### config.mk
export PLATFORM = sky130hd
export DESIGN_NAME = bcts_sequencer
export DESIGN_NICKNAME = d
export VERILOG_FILES = /design/src/pkg/bcts_pkg.sv /design/src/hdl/bcts_byte_addsub.sv /design/src/hdl/bcts_sequencer.sv
export SDC_FILE = /design/constraint.sdc
export NUM_CORES = 1
export LEC_CHECK = 0
export BUFFER_PORTS_ARGS = -buffer_cell sky130_fd_sc_hd__buf_2
export CAP_MARGIN = 40
export CELL_PAD_IN_SITES_DETAIL_PLACEMENT = 0
export CELL_PAD_IN_SITES_GLOBAL_PLACEMENT = 2
export CORE_MARGIN = 3
export CORE_UTILIZATION = 33
export CTS_CLUSTER_DIAMETER = 60
export DETAILED_ROUTE_END_ITERATION = 16
export PLACE_DENSITY = 0.92
export SLEW_MARGIN = 20
export SYNTH_ARGS = -nofsm -noshare
export SYNTH_HDL_FRONTEND = slang
export SYNTH_SLANG_ARGS = --single-unit
### constraint.sdc
create_clock -name CLK -period 4.3 [get_ports CLK]
set_input_delay 0.86 -clock CLK [delete_from_list [all_inputs] [get_ports CLK]]
set_output_delay 0.86 -clock CLK [all_outputs]
set_load 0.02 [all_outputs]
### src/pkg/bcts_pkg.sv
// constants, types and decode helpers for the branch, call and table sequencer
package bcts_pkg;

  // ****************************************
  // widths and reset values
  // ****************************************
  localparam int             PC_W        = 17;
  localparam int             TPTR_W      = 23;
  localparam logic [16:0]    PC_RESET    = 17'h00000;
  localparam logic [22:0]    TPTR_RESET  = 23'h000000;

  // ****************************************
  // opcode fields
  // ****************************************
  localparam logic [7:0]     OP_GE_K     = 8'h47;
  localparam logic [7:0]     OP_LE_K     = 8'h48;
  localparam logic [7:0]     OP_EQ_K     = 8'h49;
  localparam logic [7:0]     OP_GE_R     = 8'h55;
  localparam logic [7:0]     OP_LE_R     = 8'h56;
  localparam logic [7:0]     OP_EQ_R     = 8'h57;
  localparam logic [11:0]    OP_LONG_JUMP  = 12'h002;
  localparam logic [11:0]    OP_LONG_CALL  = 12'h003;
  localparam logic [2:0]     OP_SHORT_JUMP = 3'h6;
  localparam logic [2:0]     OP_SHORT_CALL = 3'h7;
  localparam logic [3:0]     OP_PAGE0_CALL = 4'h3;
  localparam logic [15:0]    OP_SUB_RETURN = 16'h2bfe;
  localparam logic [15:0]    OP_INT_RETURN = 16'h2bff;
  localparam logic [5:0]     OP_TABLE_READ = 6'h0b;
  localparam logic [7:0]     OP_TP_LOW   = 8'h40;
  localparam logic [7:0]     OP_TP_MID   = 8'h41;
  localparam logic [7:0]     OP_TP_HIGH  = 8'h42;
  localparam logic [7:0]     OP_ADD_RA   = 8'h11;

  // table pointer read modes: keep, increment or decrement after read, or A-indexed
  localparam logic [1:0]     TP_KEEP     = 2'h0;
  localparam logic [1:0]     TP_INC      = 2'h1;
  localparam logic [1:0]     TP_DEC      = 2'h2;
  localparam logic [1:0]     TP_ACC      = 2'h3;

  // ****************************************
  // types
  // ****************************************
  typedef enum logic [1:0] {ST_EXEC, ST_WORD2, ST_TABLE, ST_FLUSH} bcts_state_t;
  typedef enum logic [1:0] {W2_CMP, W2_LONG_JUMP, W2_LONG_CALL} bcts_word2_t;

  typedef struct packed {
    logic        push;
    logic        pop;
    logic [16:0] data;
  } bcts_stack_t;

  typedef struct packed {
    logic        we;
    logic [7:0]  dest;
    logic [7:0]  data;
  } bcts_table_t;

  // ****************************************
  // decode helpers
  // ****************************************
  function automatic logic is_cmp_jump(input logic [15:0] w);
    is_cmp_jump = (w[15:8] == OP_GE_K) || (w[15:8] == OP_LE_K) || (w[15:8] == OP_EQ_K) ||
                  (w[15:8] == OP_GE_R) || (w[15:8] == OP_LE_R) || (w[15:8] == OP_EQ_R);
  endfunction

  function automatic logic is_reg_cmp(input logic [15:0] w);
    is_reg_cmp = (w[15:8] == OP_GE_R) || (w[15:8] == OP_LE_R) || (w[15:8] == OP_EQ_R);
  endfunction

endpackage

### src/hdl/bcts_byte_addsub.sv
// 8-bit adder and subtractor, carry set on subtract means no borrow
`timescale 1ns/1ps
`default_nettype none
module bcts_byte_addsub (
  input  wire logic [7:0] a,
  input  wire logic [7:0] b,
  input  wire logic       sub,
  output logic      [7:0] sum,
  output logic            carry
);

  logic [8:0] total;

  // subtract is a plus inverted b plus one: borrow shows as carry cleared [RULE_15]
  always_comb begin
    total = {1'b0, a} + {1'b0, (sub ? ~b : b)} + {8'h00, sub};
    sum   = total[7:0];
    carry = total[8];
  end

endmodule
`default_nettype wire

### src/hdl/bcts_sequencer.sv
// program counter, call, return and table read sequencer
//
// How it works
// RULE_01 - immediate compare-and-jump: compare A with k, load PC[15:0], two cycles, no flags.
// RULE_02 - register compare-and-jump: compare A with file register, load PC[15:0], two cycles.
// RULE_03 - short jump loads PC[12:0] from field, upper bits kept, one cycle.
// RULE_04 - long jump takes two words, loads the whole PC, two cycles.
// RULE_05 - page-zero call pushes PC+1, loads PC[11:0], clears upper bits, one cycle.
// RULE_06 - short call pushes PC+1, loads PC[12:0], keeps upper bits, one cycle.
// RULE_07 - long call takes two words, pushes PC+2 (the address after the second word), loads the whole PC.
// RULE_08 - both returns reload PC from stack top; interrupt return also enables interrupts.
// RULE_09 - table read pointer field: 00 keep, 01 increment, 10 decrement after read.
// RULE_10 - pointer is high:mid:low bytes; bit 0 picks low or high ROM byte.
// RULE_11 - table pointer spans eight megabytes of internal ROM.
// RULE_12 - sixteen-bit jump targets replace PC[15:0] only, staying in the 64K region.
// RULE_13 - adding A to PC low byte or pointer low byte carries into middle byte.
// RULE_14 - an instruction writing the PC as destination takes two cycles.
// RULE_15 - on subtract a cleared carry means a borrow happened.
// RULE_16 - greater-equal and less-equal compare unsigned; equality satisfies both.
`timescale 1ns/1ps
`default_nettype none
module bcts_sequencer #(
  parameter logic [7:0] PC_LOW_REG_ADDR = 8'h02,
  parameter logic [7:0] TPL_REG_ADDR = 8'h03
) (
  input  wire logic        CLK,
  input  wire logic        RESETN,
  input  wire logic [15:0] INSTR,
  input  wire logic [7:0]  ACC,
  input  wire logic [7:0]  FREG,
  input  wire logic [16:0] STACK_TOP,
  input  wire logic [15:0] ROM_WORD,
  output logic      [16:0] PC_ADDR,
  output logic      [22:0] TBL_POINTER,
  output logic      [21:0] TBL_WORD_ADDR,
  output logic             TBL_RD,
  output logic             TBL_WE,
  output logic      [7:0]  TBL_DEST,
  output logic      [7:0]  TBL_DATA,
  output logic             PUSH,
  output logic             POP,
  output logic      [16:0] PUSH_DATA,
  output logic             INT_ENABLE
);

  // ****************************************
  // state
  // ****************************************
  bcts_pkg::bcts_state_t next_state, state;
  bcts_pkg::bcts_word2_t next_w2, w2;
  bcts_pkg::bcts_stack_t next_stk, stk;
  bcts_pkg::bcts_table_t next_tbl, tbl;
  logic [16:0] next_pc, pc;
  logic [22:0] next_tptr, tptr;
  logic [21:0] next_tbl_word, tbl_word;
  logic [1:0]  next_tbl_mode, tbl_mode;
  logic        next_tbl_sel, tbl_sel;
  logic        next_tbl_rd, tbl_rd;
  logic        next_cond, cond;
  logic        next_hi, hi;
  logic        next_int_en, int_en;

  logic [7:0]  add_b;
  logic        add_sub;
  logic [7:0]  add_sum;
  logic        add_carry;
  logic [16:0] pc_inc;
  logic [22:0] tbl_addr;
  logic        cmp_zero;

  bcts_byte_addsub u_addsub (
    .a     (ACC),
    .b     (add_b),
    .sub   (add_sub),
    .sum   (add_sum),
    .carry (add_carry)
  );

  // ****************************************
  // next-state logic
  // ****************************************
  always_comb begin
    next_state    = state;
    next_w2       = w2;
    next_pc       = pc;
    next_tptr     = tptr;
    next_tbl_word = tbl_word;
    next_tbl_mode = tbl_mode;
    next_tbl_sel  = tbl_sel;
    next_tbl_rd   = 1'b0;
    next_cond     = cond;
    next_hi       = hi;
    next_int_en   = 1'b0;
    next_stk      = '{push: 1'b0, pop: 1'b0, data: stk.data};
    next_tbl      = '{we: 1'b0, dest: tbl.dest, data: tbl.data};
    pc_inc        = pc + 17'h00001;
    tbl_addr      = tptr;
    add_sub       = 1'b1;
    add_b         = bcts_pkg::is_reg_cmp(INSTR) ? FREG : INSTR[7:0];
    if (INSTR[15:8] == bcts_pkg::OP_ADD_RA && INSTR[7:0] == PC_LOW_REG_ADDR) begin
      add_sub = 1'b0;
      add_b   = pc[7:0];
    end else if (INSTR[15:8] == bcts_pkg::OP_ADD_RA && INSTR[7:0] == TPL_REG_ADDR) begin
      add_sub = 1'b0;
      add_b   = tptr[7:0];
    end
    cmp_zero = (add_sum == 8'h00);
    case (state)
      bcts_pkg::ST_EXEC: begin
        if (INSTR == bcts_pkg::OP_SUB_RETURN || INSTR == bcts_pkg::OP_INT_RETURN) begin
          next_pc      = STACK_TOP;                                      // [RULE_08]
          next_stk.pop = 1'b1;
          next_int_en  = (INSTR == bcts_pkg::OP_INT_RETURN);             // [RULE_08]
        end else if (INSTR[15:13] == bcts_pkg::OP_SHORT_JUMP) begin
          next_pc = {pc[16:13], INSTR[12:0]};                            // [RULE_03]
        end else if (INSTR[15:13] == bcts_pkg::OP_SHORT_CALL) begin
          next_stk = '{push: 1'b1, pop: 1'b0, data: pc_inc};             // [RULE_06]
          next_pc  = {pc[16:13], INSTR[12:0]};                           // [RULE_06]
        end else if (INSTR[15:12] == bcts_pkg::OP_PAGE0_CALL) begin
          next_stk = '{push: 1'b1, pop: 1'b0, data: pc_inc};             // [RULE_05]
          next_pc  = {5'h00, INSTR[11:0]};                               // [RULE_05]
        end else if (INSTR[15:4] == bcts_pkg::OP_LONG_JUMP) begin
          next_w2    = bcts_pkg::W2_LONG_JUMP;                           // [RULE_04]
          next_hi    = INSTR[0];
          next_pc    = pc_inc;
          next_state = bcts_pkg::ST_WORD2;
        end else if (INSTR[15:4] == bcts_pkg::OP_LONG_CALL) begin
          next_w2    = bcts_pkg::W2_LONG_CALL;                           // [RULE_07]
          next_hi    = INSTR[0];
          next_pc    = pc_inc;
          next_state = bcts_pkg::ST_WORD2;
        end else if (bcts_pkg::is_cmp_jump(INSTR)) begin
          // unsigned compare by subtraction, nothing flag-like is written [RULE_16]
          if (INSTR[15:8] == bcts_pkg::OP_GE_K || INSTR[15:8] == bcts_pkg::OP_GE_R) begin
            next_cond = add_carry;                                       // [RULE_15]
          end else if (INSTR[15:8] == bcts_pkg::OP_LE_K || INSTR[15:8] == bcts_pkg::OP_LE_R) begin
            next_cond = !add_carry || cmp_zero;                          // [RULE_16]
          end else begin
            next_cond = cmp_zero;                                        // [RULE_01] [RULE_02]
          end
          next_w2    = bcts_pkg::W2_CMP;
          next_pc    = pc_inc;
          next_state = bcts_pkg::ST_WORD2;
        end else if (INSTR[15:10] == bcts_pkg::OP_TABLE_READ) begin
          if (INSTR[9:8] == bcts_pkg::TP_ACC) begin
            tbl_addr = tptr + {15'h0000, ACC};
          end
          next_tbl_mode = INSTR[9:8];
          next_tbl.dest = INSTR[7:0];
          next_tbl_word = tbl_addr[22:1];                                // [RULE_11]
          next_tbl_sel  = tbl_addr[0];                                   // [RULE_10]
          next_tbl_rd   = 1'b1;
          next_pc       = pc_inc;
          next_state    = bcts_pkg::ST_TABLE;
        end else if (INSTR[15:8] == bcts_pkg::OP_TP_LOW) begin
          next_tptr = {tptr[22:8], INSTR[7:0]};                          // [RULE_10]
          next_pc   = pc_inc;
        end else if (INSTR[15:8] == bcts_pkg::OP_TP_MID) begin
          next_tptr = {tptr[22:16], INSTR[7:0], tptr[7:0]};              // [RULE_10]
          next_pc   = pc_inc;
        end else if (INSTR[15:8] == bcts_pkg::OP_TP_HIGH) begin
          next_tptr = {INSTR[6:0], tptr[15:0]};                          // [RULE_10]
          next_pc   = pc_inc;
        end else if (INSTR[15:8] == bcts_pkg::OP_ADD_RA && INSTR[7:0] == PC_LOW_REG_ADDR) begin
          next_pc    = {pc[16:8] + {8'h00, add_carry}, add_sum};         // [RULE_13]
          next_state = bcts_pkg::ST_FLUSH;                               // [RULE_14]
        end else if (INSTR[15:8] == bcts_pkg::OP_ADD_RA && INSTR[7:0] == TPL_REG_ADDR) begin
          next_tptr = {tptr[22:8] + {14'h0000, add_carry}, add_sum};     // [RULE_13]
          next_pc   = pc_inc;
        end else begin
          next_pc = pc_inc;
        end
      end
      bcts_pkg::ST_WORD2: begin
        case (w2)
          bcts_pkg::W2_LONG_JUMP: begin
            next_pc = {hi, INSTR};                                       // [RULE_04]
          end
          bcts_pkg::W2_LONG_CALL: begin
            next_stk = '{push: 1'b1, pop: 1'b0, data: pc_inc};           // [RULE_07]
            next_pc  = {hi, INSTR};                                      // [RULE_07]
          end
          default: begin
            next_pc = cond ? {pc[16], INSTR} : pc_inc;                   // [RULE_12]
          end
        endcase
        next_state = bcts_pkg::ST_EXEC;
      end
      bcts_pkg::ST_TABLE: begin
        next_tbl.we   = 1'b1;
        next_tbl.data = tbl_sel ? ROM_WORD[15:8] : ROM_WORD[7:0];        // [RULE_10]
        case (tbl_mode)
          bcts_pkg::TP_INC: next_tptr = tptr + 23'h000001;               // [RULE_09]
          bcts_pkg::TP_DEC: next_tptr = tptr - 23'h000001;               // [RULE_09]
          default:          next_tptr = tptr;                            // [RULE_09]
        endcase
        next_state = bcts_pkg::ST_EXEC;
      end
      default: begin
        next_state = bcts_pkg::ST_EXEC;
      end
    endcase
  end

  // ****************************************
  // registers
  // ****************************************
  always_ff @(posedge CLK or negedge RESETN) begin
    if (!RESETN) begin
      state    <= bcts_pkg::ST_EXEC;
      w2       <= bcts_pkg::W2_CMP;
      pc       <= bcts_pkg::PC_RESET;
      tptr     <= bcts_pkg::TPTR_RESET;
      tbl_word <= 22'h000000;
      tbl_mode <= bcts_pkg::TP_KEEP;
      tbl_sel  <= 1'b0;
      tbl_rd   <= 1'b0;
      cond     <= 1'b0;
      hi       <= 1'b0;
      int_en   <= 1'b0;
      stk      <= '0;
      tbl      <= '0;
    end else begin
      state    <= next_state;
      w2       <= next_w2;
      pc       <= next_pc;
      tptr     <= next_tptr;
      tbl_word <= next_tbl_word;
      tbl_mode <= next_tbl_mode;
      tbl_sel  <= next_tbl_sel;
      tbl_rd   <= next_tbl_rd;
      cond     <= next_cond;
      hi       <= next_hi;
      int_en   <= next_int_en;
      stk      <= next_stk;
      tbl      <= next_tbl;
    end
  end

  assign PC_ADDR       = pc;
  assign TBL_POINTER   = tptr;
  assign TBL_WORD_ADDR = tbl_word;
  assign TBL_RD        = tbl_rd;
  assign TBL_WE        = tbl.we;
  assign TBL_DEST      = tbl.dest;
  assign TBL_DATA      = tbl.data;
  assign PUSH          = stk.push;
  assign POP           = stk.pop;
  assign PUSH_DATA     = stk.data;
  assign INT_ENABLE    = int_en;

  // ****************************************
  // assertions
  // ****************************************
  property p_short_jump;
    @(posedge CLK) disable iff (!RESETN)
      (state == bcts_pkg::ST_EXEC && INSTR[15:13] == 3'h6)
      |=> (pc == {$past(pc[16:13]), $past(INSTR[12:0])}) && !PUSH;
  endproperty
  a_short_jump: assert property (p_short_jump) else $error("short jump target wrong"); // [RULE_03]

  property p_page_zero_call;
    @(posedge CLK) disable iff (!RESETN)
      (state == bcts_pkg::ST_EXEC && INSTR[15:12] == 4'h3)
      |=> PUSH && PUSH_DATA == $past(pc) + 17'h00001 && pc[16:12] == 5'h00;
  endproperty
  a_page_zero_call: assert property (p_page_zero_call) else $error("page zero call wrong"); // [RULE_05]

  property p_short_call;
    @(posedge CLK) disable iff (!RESETN)
      (state == bcts_pkg::ST_EXEC && INSTR[15:13] == 3'h7)
      |=> PUSH && pc == {$past(pc[16:13]), $past(INSTR[12:0])};
  endproperty
  a_short_call: assert property (p_short_call) else $error("short call wrong"); // [RULE_06]

  property p_return;
    @(posedge CLK) disable iff (!RESETN)
      (state == bcts_pkg::ST_EXEC && INSTR[15:1] == 15'h15ff)
      |=> POP && pc == $past(STACK_TOP) && INT_ENABLE == $past(INSTR[0]);
  endproperty
  a_return: assert property (p_return) else $error("return wrong"); // [RULE_08]

  property p_cmp_two_cycles;
    @(posedge CLK) disable iff (!RESETN)
      (RESETN && state == bcts_pkg::ST_EXEC && bcts_pkg::is_cmp_jump(INSTR))
      |=> state == bcts_pkg::ST_WORD2 ##1 state == bcts_pkg::ST_EXEC && !PUSH;
  endproperty
  a_cmp_two_cycles: assert property (p_cmp_two_cycles) else $error("compare jump length"); // [RULE_01]

  property p_cmp_target;
    @(posedge CLK) disable iff (!RESETN)
      (state == bcts_pkg::ST_WORD2 && w2 == bcts_pkg::W2_CMP && cond)
      |=> pc == {$past(pc[16]), $past(INSTR)};
  endproperty
  a_cmp_target: assert property (p_cmp_target) else $error("jump left 64K region"); // [RULE_12]

  property p_long_call;
    @(posedge CLK) disable iff (!RESETN)
      (state == bcts_pkg::ST_EXEC && INSTR[15:4] == 12'h003)
      |=> ##1 PUSH && PUSH_DATA == $past(pc, 2) + 17'h00002 && pc == {$past(INSTR[0], 2), $past(INSTR)};
  endproperty
  a_long_call: assert property (p_long_call) else $error("long call wrong"); // [RULE_07]

  property p_table_inc;
    @(posedge CLK) disable iff (!RESETN)
      (state == bcts_pkg::ST_EXEC && INSTR[15:8] == 8'h2d)
      |=> TBL_RD ##1 TBL_WE && tptr == $past(tptr, 2) + 23'h000001;
  endproperty
  a_table_inc: assert property (p_table_inc) else $error("table pointer not incremented"); // [RULE_09]

  property p_table_byte;
    @(posedge CLK) disable iff (!RESETN)
      (state == bcts_pkg::ST_TABLE)
      |=> TBL_DATA == ($past(tbl_sel) ? $past(ROM_WORD[15:8]) : $past(ROM_WORD[7:0]));
  endproperty
  a_table_byte: assert property (p_table_byte) else $error("table byte select wrong"); // [RULE_10]

  property p_pc_write_flush;
    @(posedge CLK) disable iff (!RESETN)
      (state == bcts_pkg::ST_EXEC && INSTR[15:8] == 8'h11 && INSTR[7:0] == PC_LOW_REG_ADDR)
      |=> state == bcts_pkg::ST_FLUSH && pc == $past(pc) + {9'h000, $past(ACC)};
  endproperty
  a_pc_write_flush: assert property (p_pc_write_flush) else $error("pc add wrong"); // [RULE_14]

endmodule
`default_nettype wire

Word level (Yosys, flattened, before mapping):

Index checks and enable logic that the tools add are counted.

* $add $sub $neg: 8
* equal/unequal tests: 56
* muxes and demuxes: 78
* bitwise operators: 8
* reduce and logical (&&, ||, !) cells: 32

Operators with widths (count)
* $mux W23: 14
* $mux W17: 15
* $pmux W23 S2: 2
* $mux W19: 4
* $eq A8 B7 Y1 const B: 9
* $ne A3 B3 Y1 const B: 14
* $reduce_and A14 Y1: 3
* $mux W8: 5
* $pmux W19 S2: 1
* $pmux W17 S2: 1
* $eq A16 B14 Y1 const B: 2
* $mux W2: 16
* $eq A12 B2 Y1 const B: 2
* $ne A6 B6 Y1 const B: 4
* $add A23 B1 Y23 const B: 1
* $add A23 B8 Y23: 1
* $sub A23 B1 Y23 const B: 1
* $ne A2 B2 Y1 const B: 11
* $mux W1: 20
* $add A9 B1 Y9: 2
* $add A17 B1 Y17 const B: 1
* $eq A8 B2 Y1 const B: 2
* $reduce_and A8 Y1: 2
* $add A15 B1 Y15: 1
* 22 further kinds: 48

* register bits after elaboration: 109
* input port bits: 67
* output and inout port bits: 100
* word-level logic and storage cells: 203

Longest topological paths before layout:

Gate-level depths: netlist (run 1).

* depth after elaboration: 25
* depth in mapped cells: 23
* gate-level depth less buffers: 21

Modules after synthesis:

From an unflattened synthesis (run 1), not the netlist that was laid out.

* cell total of the unflattened synthesis: 1061
* area total of the unflattened synthesis: 8713.4 um2

By module, submodules not included
* bcts_sequencer: times used 1, cells an instance 1013, area an instance 8315.5 um2
* bcts_byte_addsub: times used 1, cells an instance 48, area an instance 397.9 um2

Worst setup path after synthesis (run 1):

No wires, ideal clock.

* path type: input -> register
* from: input port INSTR[10]
* to: register tptr[14] (netlist: TBL_POINTER[14])
* library setup time: 0.123 ns
* data arrival time: 4.725 ns
* required time: 4.177 ns
* setup slack: -0.548 ns
* stages on the path: 22
* path through: clkbuf_1 -> nor2b_1 -> and4bb_2 -> clkbuf_1 -> nor2b_1 -> a221oi_1 -> ha_1 -> a21o_1 -> a21oi_1 -> o21bai_1 -> a21oi_1 -> o21bai_1 -> a21o_1 -> ha_1 -> ha_1 -> inv_1 -> nor2_1 -> xor2_1 -> a22o_1 -> a221o_1 -> o21ai_0 -> o21ai_1

* longest elaborated chain between the ends: 25

Ends and longest elaborated chain
* from (decl): RTL line bcts_sequencer.sv:28 `input wire logic [15:0] INSTR,`
* $eq A8 B7 Y1: RTL line bcts_pkg.sv:63, bcts_pkg.sv:67
* $logic_or A1 B1 Y1 (2 in a row): RTL line bcts_pkg.sv:67 `is_reg_cmp = (w[15:8] == OP_GE_R) || (w[15:8] == OP_LE_R) || (w[15:8] == OP_EQ_R);`
* $mux W8: RTL line bcts_sequencer.sv:99 `add_b = bcts_pkg::is_reg_cmp(INSTR) ? FREG : INSTR[7:0];`
* $mux W8: RTL line bcts_sequencer.sv:103 `end else if (INSTR[15:8] == bcts_pkg::OP_ADD_RA && INSTR[7:0] == TPL_REG_ADDR) begin`
* $mux W8: RTL line bcts_sequencer.sv:100 `if (INSTR[15:8] == bcts_pkg::OP_ADD_RA && INSTR[7:0] == PC_LOW_REG_ADDR) begin`
* $not A8 Y8: RTL line bcts_byte_addsub.sv:16 `total = {1'b0, a} + {1'b0, (sub ? ~b : b)} + {8'h00, sub};`
* $mux W8: RTL line bcts_byte_addsub.sv:16
* $add A8 B8 Y9: RTL line bcts_byte_addsub.sv:16
* (+8 left out)
* $mux W23: RTL line bcts_sequencer.sv:132 `end else if (bcts_pkg::is_cmp_jump(INSTR)) begin`
* $mux W23: RTL line bcts_sequencer.sv:127 `end else if (INSTR[15:4] == bcts_pkg::OP_LONG_CALL) begin`
* $mux W23: RTL line bcts_sequencer.sv:122 `end else if (INSTR[15:4] == bcts_pkg::OP_LONG_JUMP) begin`
* $mux W23: RTL line bcts_sequencer.sv:119 `end else if (INSTR[15:12] == bcts_pkg::OP_PAGE0_CALL) begin`
* $mux W23: RTL line bcts_sequencer.sv:116 `end else if (INSTR[15:13] == bcts_pkg::OP_SHORT_CALL) begin`
* $mux W23: RTL line bcts_sequencer.sv:114 `end else if (INSTR[15:13] == bcts_pkg::OP_SHORT_JUMP) begin`
* $mux W23: RTL line bcts_sequencer.sv:110 `if (INSTR == bcts_pkg::OP_SUB_RETURN || INSTR == bcts_pkg::OP_INT_RETURN) begin`
* $pmux W23 S2: RTL line bcts_sequencer.sv:108 `case (state)`
* to (signal assigned): RTL line bcts_sequencer.sv:213 `tptr <= bcts_pkg::TPTR_RESET;`
* to (signal assigned): RTL line bcts_sequencer.sv:227 `tptr <= next_tptr;`
* to (decl): RTL line bcts_sequencer.sv:54 `logic [22:0] next_tptr, tptr;`

Several ways; a longest one is shown, not always the timed one. The select of a mux whose other input is x is not followed.
A chain may end at the register's enable or synchronous reset.

Final worst setup path (run 1):

* from: input port INSTR[13]
* to: register tptr[14] (netlist: TBL_POINTER[14])

Same word-level chain as after synthesis.

==> flow_summary.json, run 1 <==
{
  "status": "finished, violations left",
  "violations": "negative setup slack",
  "dp_hpwl_um": 24600,
  "fin_util_pct": 41.5,
  "fmax_mhz": 232,
  "crit_fanout": 5,
  "post_drt_wl_per_cell_um": 19.7,
  "fp.coreArea_um2": 26100,
  "grt_overflow": 0,
  "min_period_ns": 4.30,
  "synth_cell_types": 84,
  "synthFlopType": "dfrtp_1",
  "synth_seq_cells": 109,
  "synthArstFlopShare_pct": 100,
  "cp_data_arrival_time_ns": 4.56,
  "final_cell_area_um2": 10900,
  "pwr-share-comb_pct": 45.4,
  "layout_commonest_cell": "buf_2",
  "vias_per_cell": 5.48,
  "grt_setup_unrepaired": "true",
  "setup_viol": 1,
  "ctsLongestPathBuffers": 2,
  "vias": 8909,
  "hold_path_class": "register to register",
  "synth_fp_nets": 1210,
  "r2r_end": "TBL_POINTER[14]$_DFFE_PN0P_",
  "setup_tns_ns": -0.00170,
  "clock_latency_ns": 0.37,
  "port_buffers": 166,
  "yosysSeqAreaShare_pct": 31.0,
  "syn_area_um2": 8810,
  "rrSetupSlack_ns": 0.63,
  "track_usage_pct": 21.9,
  "start_util_pct": 33.7,
  "worstSetupEndpointType": "register",
  "grt_max_degree": 44,
  "slew_headroom_pct": 45.3,
  "nets": 1399,
  "first_iter_violations": 614,
  "seqPwrFrac_pct": 34.7,
  "die_h_um": 169,
  "drive_gt1_share_pct": 26.3,
  "grt_pass1_vias": 8503,
  "holdPathEnd": "TBL_DEST[2]$_DFFE_PN0P_",
  "layout_common_cells": "164 x buf_2, 145 x nand2_1, 109 x dfrtp_1, 108 x nor2_1, 94 x a21oi_1",
  "synth_top_area_cell": "dfrtp_1",
  "ys.warnings.count": 0,
  "rr_startpoint": "TBL_POINTER[0]$_DFFE_PN0P_",
  "die_x_um": 169,
  "netlist_top_cells_area": "dfrtp_1 31%, nand2_1 6.2%, ha_1 6.1%",
  "drc_errors": 0,
  "leakagePower_uw": 0.00503,
  "antenna_found_initial": 0,
  "nFillCells": 2741,
  "antenna_cells": 0,
  "p_clk_share_pct": 19.9,
  "worstPathRequired_ns": 4.56,
  "cts-root-buf": "clkbuf_16",
  "finalCritPeriodShare_pct": 100,
  "cts_tree": "done",
  "clock_skew_ns": 0.00890,
  "area_growth_pct": 23.2,
  "r2r_cells": 19,
  "maxSlewViolCount": 0,
  "timing.final.hold_violations": 0,
  "p_int_uw": 2460,
  "p_sw_share_pct": 44.1,
  "cts.sinks": 109,
  "p_switching_uw": 1940,
  "numCtsBuffers": 9,
  "cap_viol_max_count": 0,
  "drt-total-wl_um": 32000,
  "ios": 167,
  "ir_worst_vdd_uv": 197,
  "whs_path_depth": 2,
  "drt_pre_antenna_iters": 7,
  "power.total_uw": 4400,
  "drtAntennaViolNets": 0,
  "gp_congestion": 0.868,
  "hold_buffers": 0,
  "worst_pin_slew_ns": 0.821,
  "clk_pin_slew_ns": 0.08,
  "final.setup.worst_slack_ns": -0.00170,
  "dieArea_um2": 28700,
  "row_count": 59,
  "placed_area_um2": 10400,
  "synth_top_area_share_pct": 31.0,
  "hold_start": "TBL_DEST[2]$_DFFE_PN0P_",
  "critPathKind": "primary input to register",
  "worst_setup_path_start_kind": "primary input",
  "h-tree-depth": 3,
  "grt_pass1_wl_um": 49300,
  "syn_avg_cell_area_um2": 8.03,
  "synth_edf_count": 0,
  "pwr_density_cell_nw_per_um2": 405,
  "syn-instance-count": 1097
}
## flip-flops by register name, indices dropped and copies added, names as in the netlist
name and flops:
INT_ENABLE 1, PC_ADDR 17, POP 1, PUSH 1, PUSH_DATA 17, TBL_DATA 8
TBL_DEST 8, TBL_POINTER 23, TBL_RD 1, TBL_WE 1, TBL_WORD_ADDR 22, cond 1
hi 1, state 2, tbl_mode 2, tbl_sel 1, w2 2
## layout make-up
class / count / area, µm² / share of cell area (%)
multi-input combinational: 883 / 5810 / 53.5
clock inverter: 6 / 52.6 / 0.484
clock buffer: 10 / 239 / 2.20
inverter: 31 / 116 / 1.07
sequential: 109 / 2730 / 25.1
timing repair buffer: 252 / 1490 / 13.8
tap: 335 / 419 / 3.86
## power by group through the flow
stage	Clock, µW	Combinational (µW)	Sequential (µW)
6_report	875	2000	1520
5_1_grt	934	2200	1560
4_1_cts	895	2000	1520
3_5_place_dp	0	1980	1540
3_3_place_gp	0	1960	1540
2_1_floorplan	0	1050	1710
## cells in the mapped netlist, types with 5 or more instances
library cell	number
mux2i_1	33
and2_1	8
a21oi_1	101
nand2b_1	10
and3_1	14
buf_4	5
or2_2	7
buf_1	6
o211ai_1	10
nand4_1	7
or4_1	5
nor2_1	113
dfrtp_1	109
nand2_1	145
nor3_1	20
xor2_1	21
nor2b_1	10
a22oi_1	5
a211oi_1	25
buf_2	17
mux2_2	13
o21ai_0	73
o21ai_1	10
a31oi_1	9
a21o_1	14
a221o_1	9
clkbuf_1	43
a221oi_1	12
ha_1	43
nand3_1	33
xnor2_1	47
inv_1	29
## worst max-delay path, cell delays in order
cell and delay [ns]:
buf_6 0.09, or3b_4 0.41, and4bb_4 0.40, mux2_4 0.19, o21ai_4 0.06, fa_2 0.36
a21o_1 0.19, a21oi_2 0.17, o21bai_1 0.09, a21oi_2 0.14, o21bai_1 0.08, a21o_2 0.27
ha_4 0.21, ha_4 0.17, inv_2 0.06, nor2_2 0.04, xor2_1 0.15, a22o_1 0.21
a221o_1 0.28, o21ai_1 0.07, o21ai_1 0.06
## metrics by stage
step	std cells	hold WS [ns]	setup WS, ns
floorplan	1097	0.450	-0.150
global placement	1604	0.456	-0.405
detailed placement	1604	0.457	-0.498
CTS	1622	0.477	0.00875
global route	1626	0.501	-0.141
finish	1626	0.474	-0.00170
## cell families after synthesis
family / Yosys count / synth area share, %
fa+ha+maj: 47 / 6.90
flops: 109 / 31.0
xor+xnor: 68 / 6.76
buf+inv: 105 / 5.11
mux: 46 / 5.41
simple gates: 404 / 22.0
compound gates: 318 / 22.9
## repair_timing
action / CTS / global route
setup buffers: 2 / 3
gates resized for setup: 10 / 18
endpoints found under the setup margin: 7 / 18
pin swaps: 3 / 10
## how the worst max path moves through the flow
stage,slack [ns],from,cells after the start,to
after floorplan,-0.15,INSTR[13],21,TBL_POINTER[14]$_DFFE_PN0P_
after global placement,-0.40,INSTR[13],21,PC_ADDR[16]$_DFFE_PN0P_
after detailed placement,-0.50,INSTR[13],22,PC_ADDR[16]$_DFFE_PN0P_
after CTS,0.009,INSTR[13],22,TBL_POINTER[14]$_DFFE_PN0P_
after global routing,-0.14,INSTR[13],21,TBL_POINTER[14]$_DFFE_PN0P_
final,-0.002,INSTR[13],21,TBL_POINTER[14]$_DFFE_PN0P_
## metal layers
| metal | global-route usage [%] | routed length (µm) | up-vias |
|---|---|---|---|
| met2 | 36.2 | 15000 | 267 |
| met4 | 8.68 | 1200 | 0 |
| met1 | 29.4 | 14400 | 4271 |
| li1 | - | - | 4314 |
| met3 | 2.47 | 1380 | 57 |
| met5 | 0 | 0 | - |
(Power assumes the default switching activity.)
==> run 2: changes to the inputs <==
Settings changed: ABC_AREA from default to 1, CORE_UTILIZATION 33 to 31.
==> run 2 against run 1 <==
  * Critical path depth up 10
  * Cell count up 18%
  * Register-to-register slack better by 0.13 ns
  * Setup slack better by 0.22 ns
  * Combinational power up 37%
  * Largest cell class unchanged
  * Cell area up 5.3%
  * Synthesized area up 0.87%
  * Highest routed layer unchanged
  * Wire length up 10%
  * Clock skew up 0.0033 ns
  * Count of clock-buffer cells in the layout down 1
  * Die area up 7.1%
  * The flow now finishes without violations
==> flow_summary.json, run 2 <==
{
  "cp_data_arrival_time_ns": 4.30,
  "grt_pass1_vias": 9548,
  "crit_fanout": 5,
  "finalCritPeriodShare_pct": 94.9,
  "grt_use_met3_pct": 2.66,
  "row_count": 61,
  "slew_headroom_pct": 45.1,
  "antenna_cells": 0,
  "pwr_density_cell_nw_per_um2": 470,
  "grt_overflow": 0,
  "hold_buffers": 0,
  "use_met2_pct": 37.2,
  "cts.sinks": 109,
  "h-tree-depth": 3,
  "drc_errors": 0,
  "vias_per_cell": 5.12,
  "grtUsageMet1_pct": 31.7,
  "worst_setup_path_start_kind": "primary input",
  "yosysSeqAreaShare_pct": 30.7,
  "worstSetupEndpointType": "register",
  "post_drt_wl_per_cell_um": 18.3,
  "status": "completed",
  "drt-total-wl_um": 35300,
  "synth_seq_cells": 109,
  "crit_start": "INSTR[13]",
  "cts_tree": "done",
  "synth_cell_types": 53,
  "layout_common_cells": "323 x nand2_1, 161 x buf_2, 133 x o21ai_0, 126 x inv_1, 109 x dfrtp_1",
  "p_clk_share_pct": 16.9,
  "cp-endpoint": "TBL_POINTER[20]$_DFFE_PN0P_",
  "port_buffers": 166,
  "first_iter_violations": 891,
  "numCtsBuffers": 9,
  "ys.warnings.count": 0,
  "syn-instance-count": 1296,
  "timing.final.hold_violations": 0,
  "r2r_end": "TBL_POINTER[20]$_DFFE_PN0P_",
  "p_switching_uw": 2610,
  "hold_path_class": "primary input to async pin",
  "nets": 1655,
  "clk_pin_slew_ns": 0.09,
  "dp_hpwl_um": 27700,
  "cap_viol_max_count": 0,
  "area_growth_pct": 28.6,
  "clock_latency_ns": 0.36,
  "maxSlewViolCount": 0,
  "vias": 9862,
  "setup_viol": 0,
  "drt_pre_antenna_iters": 5,
  "leakagePower_uw": 0.00577,
  "r2r_cells": 24,
  "synth_top_area_cell": "dfrtp_1",
  "critPathKind": "primary input to register",
  "cts-root-buf": "clkbuf_16",
  "die_x_um": 175,
  "p_int_uw": 2760,
  "whs_ns": 0.415,
  "setup_tns_ns": 0,
  "rr_startpoint": "TBL_POINTER[0]$_DFFE_PN0P_",
  "synth_edf_count": 0,
  "netlist_top_cells_area": "dfrtp_1 31%, nand2_1 14%, o21ai_0 8.2%",
  "synth_fp_nets": 1409,
  "track_usage_pct": 22.6,
  "pwr-share-comb_pct": 51.1,
  "start_util_pct": 31.7,
  "worst_pin_slew_ns": 0.823,
  "dieArea_um2": 30700,
  "syn_area_um2": 8890,
  "synthArstFlopShare_pct": 100,
  "ir_worst_vdd_uv": 230,
  "synth.most_common_cell": "nand2_1",
  "ctsLongestPathBuffers": 2,
  "ios": 167,
  "synth_top_area_share_pct": 30.7,
  "die_h_um": 175,
  "syn_avg_cell_area_um2": 6.86,
  "antenna_found_initial": 0,
  "crit_slowest_cell": "fa_2",
  "drive_gt1_share_pct": 25.2,
  "min_period_ns": 4.08,
  "largest_reg_flops": 23,
  "critPathMaxStageDelay_ns": 0.39,
  "layout_commonest_cell": "nand2_1",
  "grt_max_degree": 57,
  "top_usage_layer": "met2",
  "p_sw_share_pct": 48.6,
  "gp_congestion": 0.913,
  "synthTopCellsByCount": "331 x nand2_1, 145 x o21ai_0, 133 x inv_1, 109 x dfrtp_1, 108 x nor2_1",
  "drtAntennaViolNets": 0,
  "clock_skew_ns": 0.0122,
  "fp.coreArea_um2": 28000,
  "fmax_mhz": 245,
  "path_common_cell": "nand2_1",
  "rrSetupSlack_ns": 0.76,
  "worstPathRequired_ns": 4.52,
  "synthFlopType": "dfrtp_1",
  "seqPwrFrac_pct": 32.1,
  "grt_pass1_wl_um": 54300
}
## run 2: logic make-up (layout without fill, tap and decap cells)
logic type | after synthesis | in the layout | synth area share [%]
fa+ha+maj | 46 | 46 | 6.73
xor+xnor | 40 | 40 | 4.03
buf+inv | 184 | 435 | 8.02
flops | 109 | 109 | 30.7
compound gates | 338 | 338 | 21.7
simple gates | 579 | 579 | 28.8
## run 2: stage by stage
| step | area (µm²) | utilization [%] | total power [µW] | setup WS, ns | std cells |
|---|---|---|---|---|---|
| detailed placement | 10700 | 38.3 | 4400 | -0.420 | 1895 |
| global route | 11400 | 40.8 | 5800 | -0.0408 | 1925 |
| global placement | 10700 | 38.3 | 4370 | -0.389 | 1894 |
| CTS | 11100 | 39.5 | 5330 | -0.00637 | 1911 |
| finish | 11400 | 40.8 | 5380 | 0.219 | 1925 |
| floorplan | 8890 | - | 3380 | -0.0444 | 1296 |
## run 2: cell type report
| type | count | area [µm²] |
|---|---|---|
| fillers | 3004 | 16600 |
| multi-input cells | 1003 | 5690 |
| flip-flops and latches | 109 | 2730 |
| repair buffers | 269 | 1670 |
| inverters | 150 | 571 |
| well taps | 378 | 473 |
| clock buffers | 9 | 225 |
| clock inverters | 7 | 81.3 |
## run 2: critical path: cells and delay by family
| kind | cells | cell delay [ns] |
|---|---|---|
| adders and majority gates | 3 | 0.78 |
| and+or+nand+nor | 13 | 1.11 |
| AOI/OAI and AO/OA | 8 | 0.91 |
| buffers and inverters | 6 | 0.49 |
| xor gates and xnor gates | 1 | 0.15 |
## run 2: metal layers
layer	up-vias	routed length [µm]
met2	327	16100
met3	35	1940
li1	4854	-
met5	-	0
met1	4646	16500
met4	0	679
## run 2: power by group through the flow
| stage | Sequential (µW) | Clock [µW] | Combinational (µW) |
|---|---|---|---|
| finish | 1720 | 906 | 2750 |
| global route | 1770 | 962 | 3070 |
| CTS | 1710 | 931 | 2690 |
| detailed placement | 1730 | 0 | 2670 |
| global placement | 1730 | 0 | 2650 |
| floorplan | 1980 | 0 | 1400 |
## run 2: how the worst min path moves through the flow
| stage | startpoint | depth (start not counted) | slack [ns] | end |
|---|---|---|---|---|
| 6_report | RESETN | 1 | 0.41 | POP$_DFF_PN0_ |
| 4_1_cts | TBL_WORD_ADDR[0]$_DFFE_PN0P_ | 2 | 0.49 | TBL_WORD_ADDR[0]$_DFFE_PN0P_ |
| 2_1_floorplan | w2[1]$_DFFE_PN0P_ | 2 | 0.45 | w2[1]$_DFFE_PN0P_ |
| 3_3_place_gp | TBL_WORD_ADDR[0]$_DFFE_PN0P_ | 2 | 0.45 | TBL_WORD_ADDR[0]$_DFFE_PN0P_ |
| 5_1_grt | RESETN | 1 | 0.44 | POP$_DFF_PN0_ |
| 3_5_place_dp | TBL_WORD_ADDR[0]$_DFFE_PN0P_ | 2 | 0.46 | TBL_WORD_ADDR[0]$_DFFE_PN0P_ |
## run 2: timing repair
item / CTS / global route
gates resized for setup: 3 / 79
pin swaps: 1 / 34
setup buffers: 0 / 13
setup endpoints to repair: 8 / 21
==> run 3: changes to the inputs <==
Settings changed: CELL_PAD_IN_SITES_DETAIL_PLACEMENT 0 to default, CELL_PAD_IN_SITES_GLOBAL_PLACEMENT 2 to default, CORE_UTILIZATION 31 to 30, PLACE_DENSITY 0.92 to 0.59.
==> run 3 against run 2 <==
  * Cell area decreased by 0.21%
  * Sequential share of layout area about the same
  * Flip-flop and latch count unchanged
  * First-iteration DRC count decreased by 3.6%
  * Power decreased by 1.3%
  * Clock power decreased by 6.3%
  * Via count increased by 1.2%
  * Critical endpoint is now TBL_POINTER[22]$_DFFE_PN0P_
  * Highest routed layer unchanged
==> flow_summary.json, run 3 (same netlist as run 2, synthesis figures left out) <==
{
  "path_common_cell": "nand2_1",
  "post_drt_wl_per_cell_um": 18.2,
  "start_util_pct": 30.7,
  "maxSlewViolCount": 0,
  "final.setup.worst_slack_ns": 0.204,
  "gp_congestion": 0.953,
  "drive_gt1_share_pct": 24.9,
  "m1WireLength_um": 15800,
  "port_buffers": 166,
  "critPathKind": "primary input to register",
  "worstSetupEndpointType": "register",
  "pwr_density_cell_nw_per_um2": 465,
  "worst_pin_slew_ns": 0.804,
  "numCtsBuffers": 9,
  "row_count": 62,
  "layout_commonest_cell": "nand2_1",
  "grt_max_degree": 58,
  "grt_pass1_vias": 9439,
  "p_clk_share_pct": 16.0,
  "die_x_um": 178,
  "ir_worst_vdd_uv": 240,
  "p_switching_uw": 2620,
  "cts.sinks": 109,
  "whs_ns": 0.321,
  "drc_errors": 0,
  "wl_met3_um": 2610,
  "min_period_ns": 4.10,
  "timing.final.hold_violations": 0,
  "drtAntennaViolNets": 0,
  "cp_data_arrival_time_ns": 4.33,
  "nets": 1651,
  "antenna_found_initial": 1,
  "cap_viol_max_count": 0,
  "dpl_worst_slack_ns": -0.415,
  "grt_overflow": 0,
  "grt_pass1_wl_um": 52500,
  "cts_tree": "done",
  "leakagePower_uw": 0.00575,
  "fin_util_pct": 39.4,
  "ios": 167,
  "die_h_um": 178,
  "drt-total-wl_um": 35000,
  "worst_setup_path_start_kind": "primary input",
  "grt_setup_unrepaired": "true",
  "clock_skew_ns": 0.0128,
  "track_usage_pct": 21.6,
  "dp.cells": 1902,
  "drt_pre_antenna_iters": 5,
  "fp.coreArea_um2": 28900,
  "first_iter_violations": 859,
  "dr.max_layer_used": "met4",
  "worstPathRequired_ns": 4.54,
  "clk_pin_slew_ns": 0.09,
  "h-tree-depth": 3,
  "final_cells": 1928,
  "power.total_uw": 5310,
  "setup_viol": 0,
  "dieArea_um2": 31700,
  "finalCritPeriodShare_pct": 95.3,
  "p_sw_share_pct": 49.4,
  "ctsLongestPathBuffers": 2,
  "status": "completed",
  "dp_hpwl_um": 27300,
  "slew_headroom_pct": 46.3,
  "vias_per_cell": 5.18,
  "critPathMaxStageDelay_ns": 0.39,
  "wl_met2_um": 15900,
  "area_growth_pct": 28.4,
  "layout_common_cells": "325 x nand2_1, 160 x buf_2, 130 x o21ai_0, 125 x inv_1, 109 x dfrtp_1",
  "fmax_mhz": 244,
  "largest_reg_flops": 23,
  "cts-root-buf": "clkbuf_16",
  "crit_slowest_cell": "fa_2",
  "hold_path_class": "primary input to async pin",
  "seqPwrFrac_pct": 33.0,
  "crit_fanout": 6,
  "vias": 9979,
  "p_int_uw": 2690,
  "pwr-share-comb_pct": 51.0,
  "clock_latency_ns": 0.37
}
[run 3: changes by cell type in the layout (fill, tap and decap cells not counted), moves of 2 or more]
cell     delta
buf_4       -7
nand2_2     -3
nor2_2      +3
buf_6       +4
nand2_1     +2
nand3_1     +2
nor2_4      -3
o21ai_2     +2
o21ai_0     -3
[run 3: layout make-up]
cell class | count | area, µm²
Antenna cell | 1 | 2.50
Clock inverter | 6 | 53.8
Sequential cell | 109 | 2730
Timing Repair Buffer | 265 | 1660
Inverter | 150 | 571
Tap cell | 384 | 480
Clock buffer | 10 | 229
Fill cell | 3088 | 17500
Multi-Input combinational cell | 1003 | 5680
[run 3: per-stage QoR]
stage / area, µm² / setup TNS, ns
after floorplan: 8890 / -0.0824
after detailed placement: 10700 / -6.53
after global routing: 11400 / -0.180
final: 11400 / 0
after global placement: 10700 / -6.22
after CTS: 11000 / 0
[run 3: repair_timing]
item | 4_1_cts | 5_1_grt
hold buffers | 0 | 0
endpoints found under the setup margin | 5 | 19
buffers inserted | 0 | 8
gates resized for setup | 2 | 86
pin swaps | 0 | 35
[run 3: layer usage]
metal  up-vias  track usage, %
li1       4844               -
met1      4691            29.6
met2       391            35.4
met3        53            3.30
met4         0            5.86
met5         -               0
[run 3: power by group through the flow]
stage	Clock (µW)	Combinational, µW	Sequential, µW
2_1_floorplan	0	1400	1980
3_3_place_gp	0	2600	1760
3_5_place_dp	0	2620	1750
4_1_cts	876	2640	1740
5_1_grt	923	3010	1800
6_report	849	2710	1750
[run 3: path summary, 6_finish.rpt]
path | start | to | slack, ns | cells after the start
max | INSTR[15] | TBL_POINTER[22]$_DFFE_PN0P_ | 0.20 | 30
min | RESETN | PUSH_DATA[0]$_DFFE_PN0P_ | 0.32 | 1
max reg2reg | TBL_POINTER[0]$_DFFE_PN0P_ | TBL_POINTER[12]$_DFFE_PN0P_ | 0.65 | 23
min reg2reg | PUSH_DATA[9]$_DFFE_PN0P_ | PUSH_DATA[9]$_DFFE_PN0P_ | 0.47 | 2
max in group asynchronous | RESETN | TBL_DEST[0]$_DFFE_PN0P_ | 3.15 | 3
min in group CLK | PUSH_DATA[9]$_DFFE_PN0P_ | PUSH_DATA[9]$_DFFE_PN0P_ | 0.47 | 2
[run 3: worst max-delay path: cells and delay by family]
family	cells	cell delay (ns)
AND/OR/NAND/NOR	14	1.33
AO/OA/AOI/OAI	8	0.96
adder cells (fa/ha/maj)	3	0.79
buffers and inverters	5	0.40
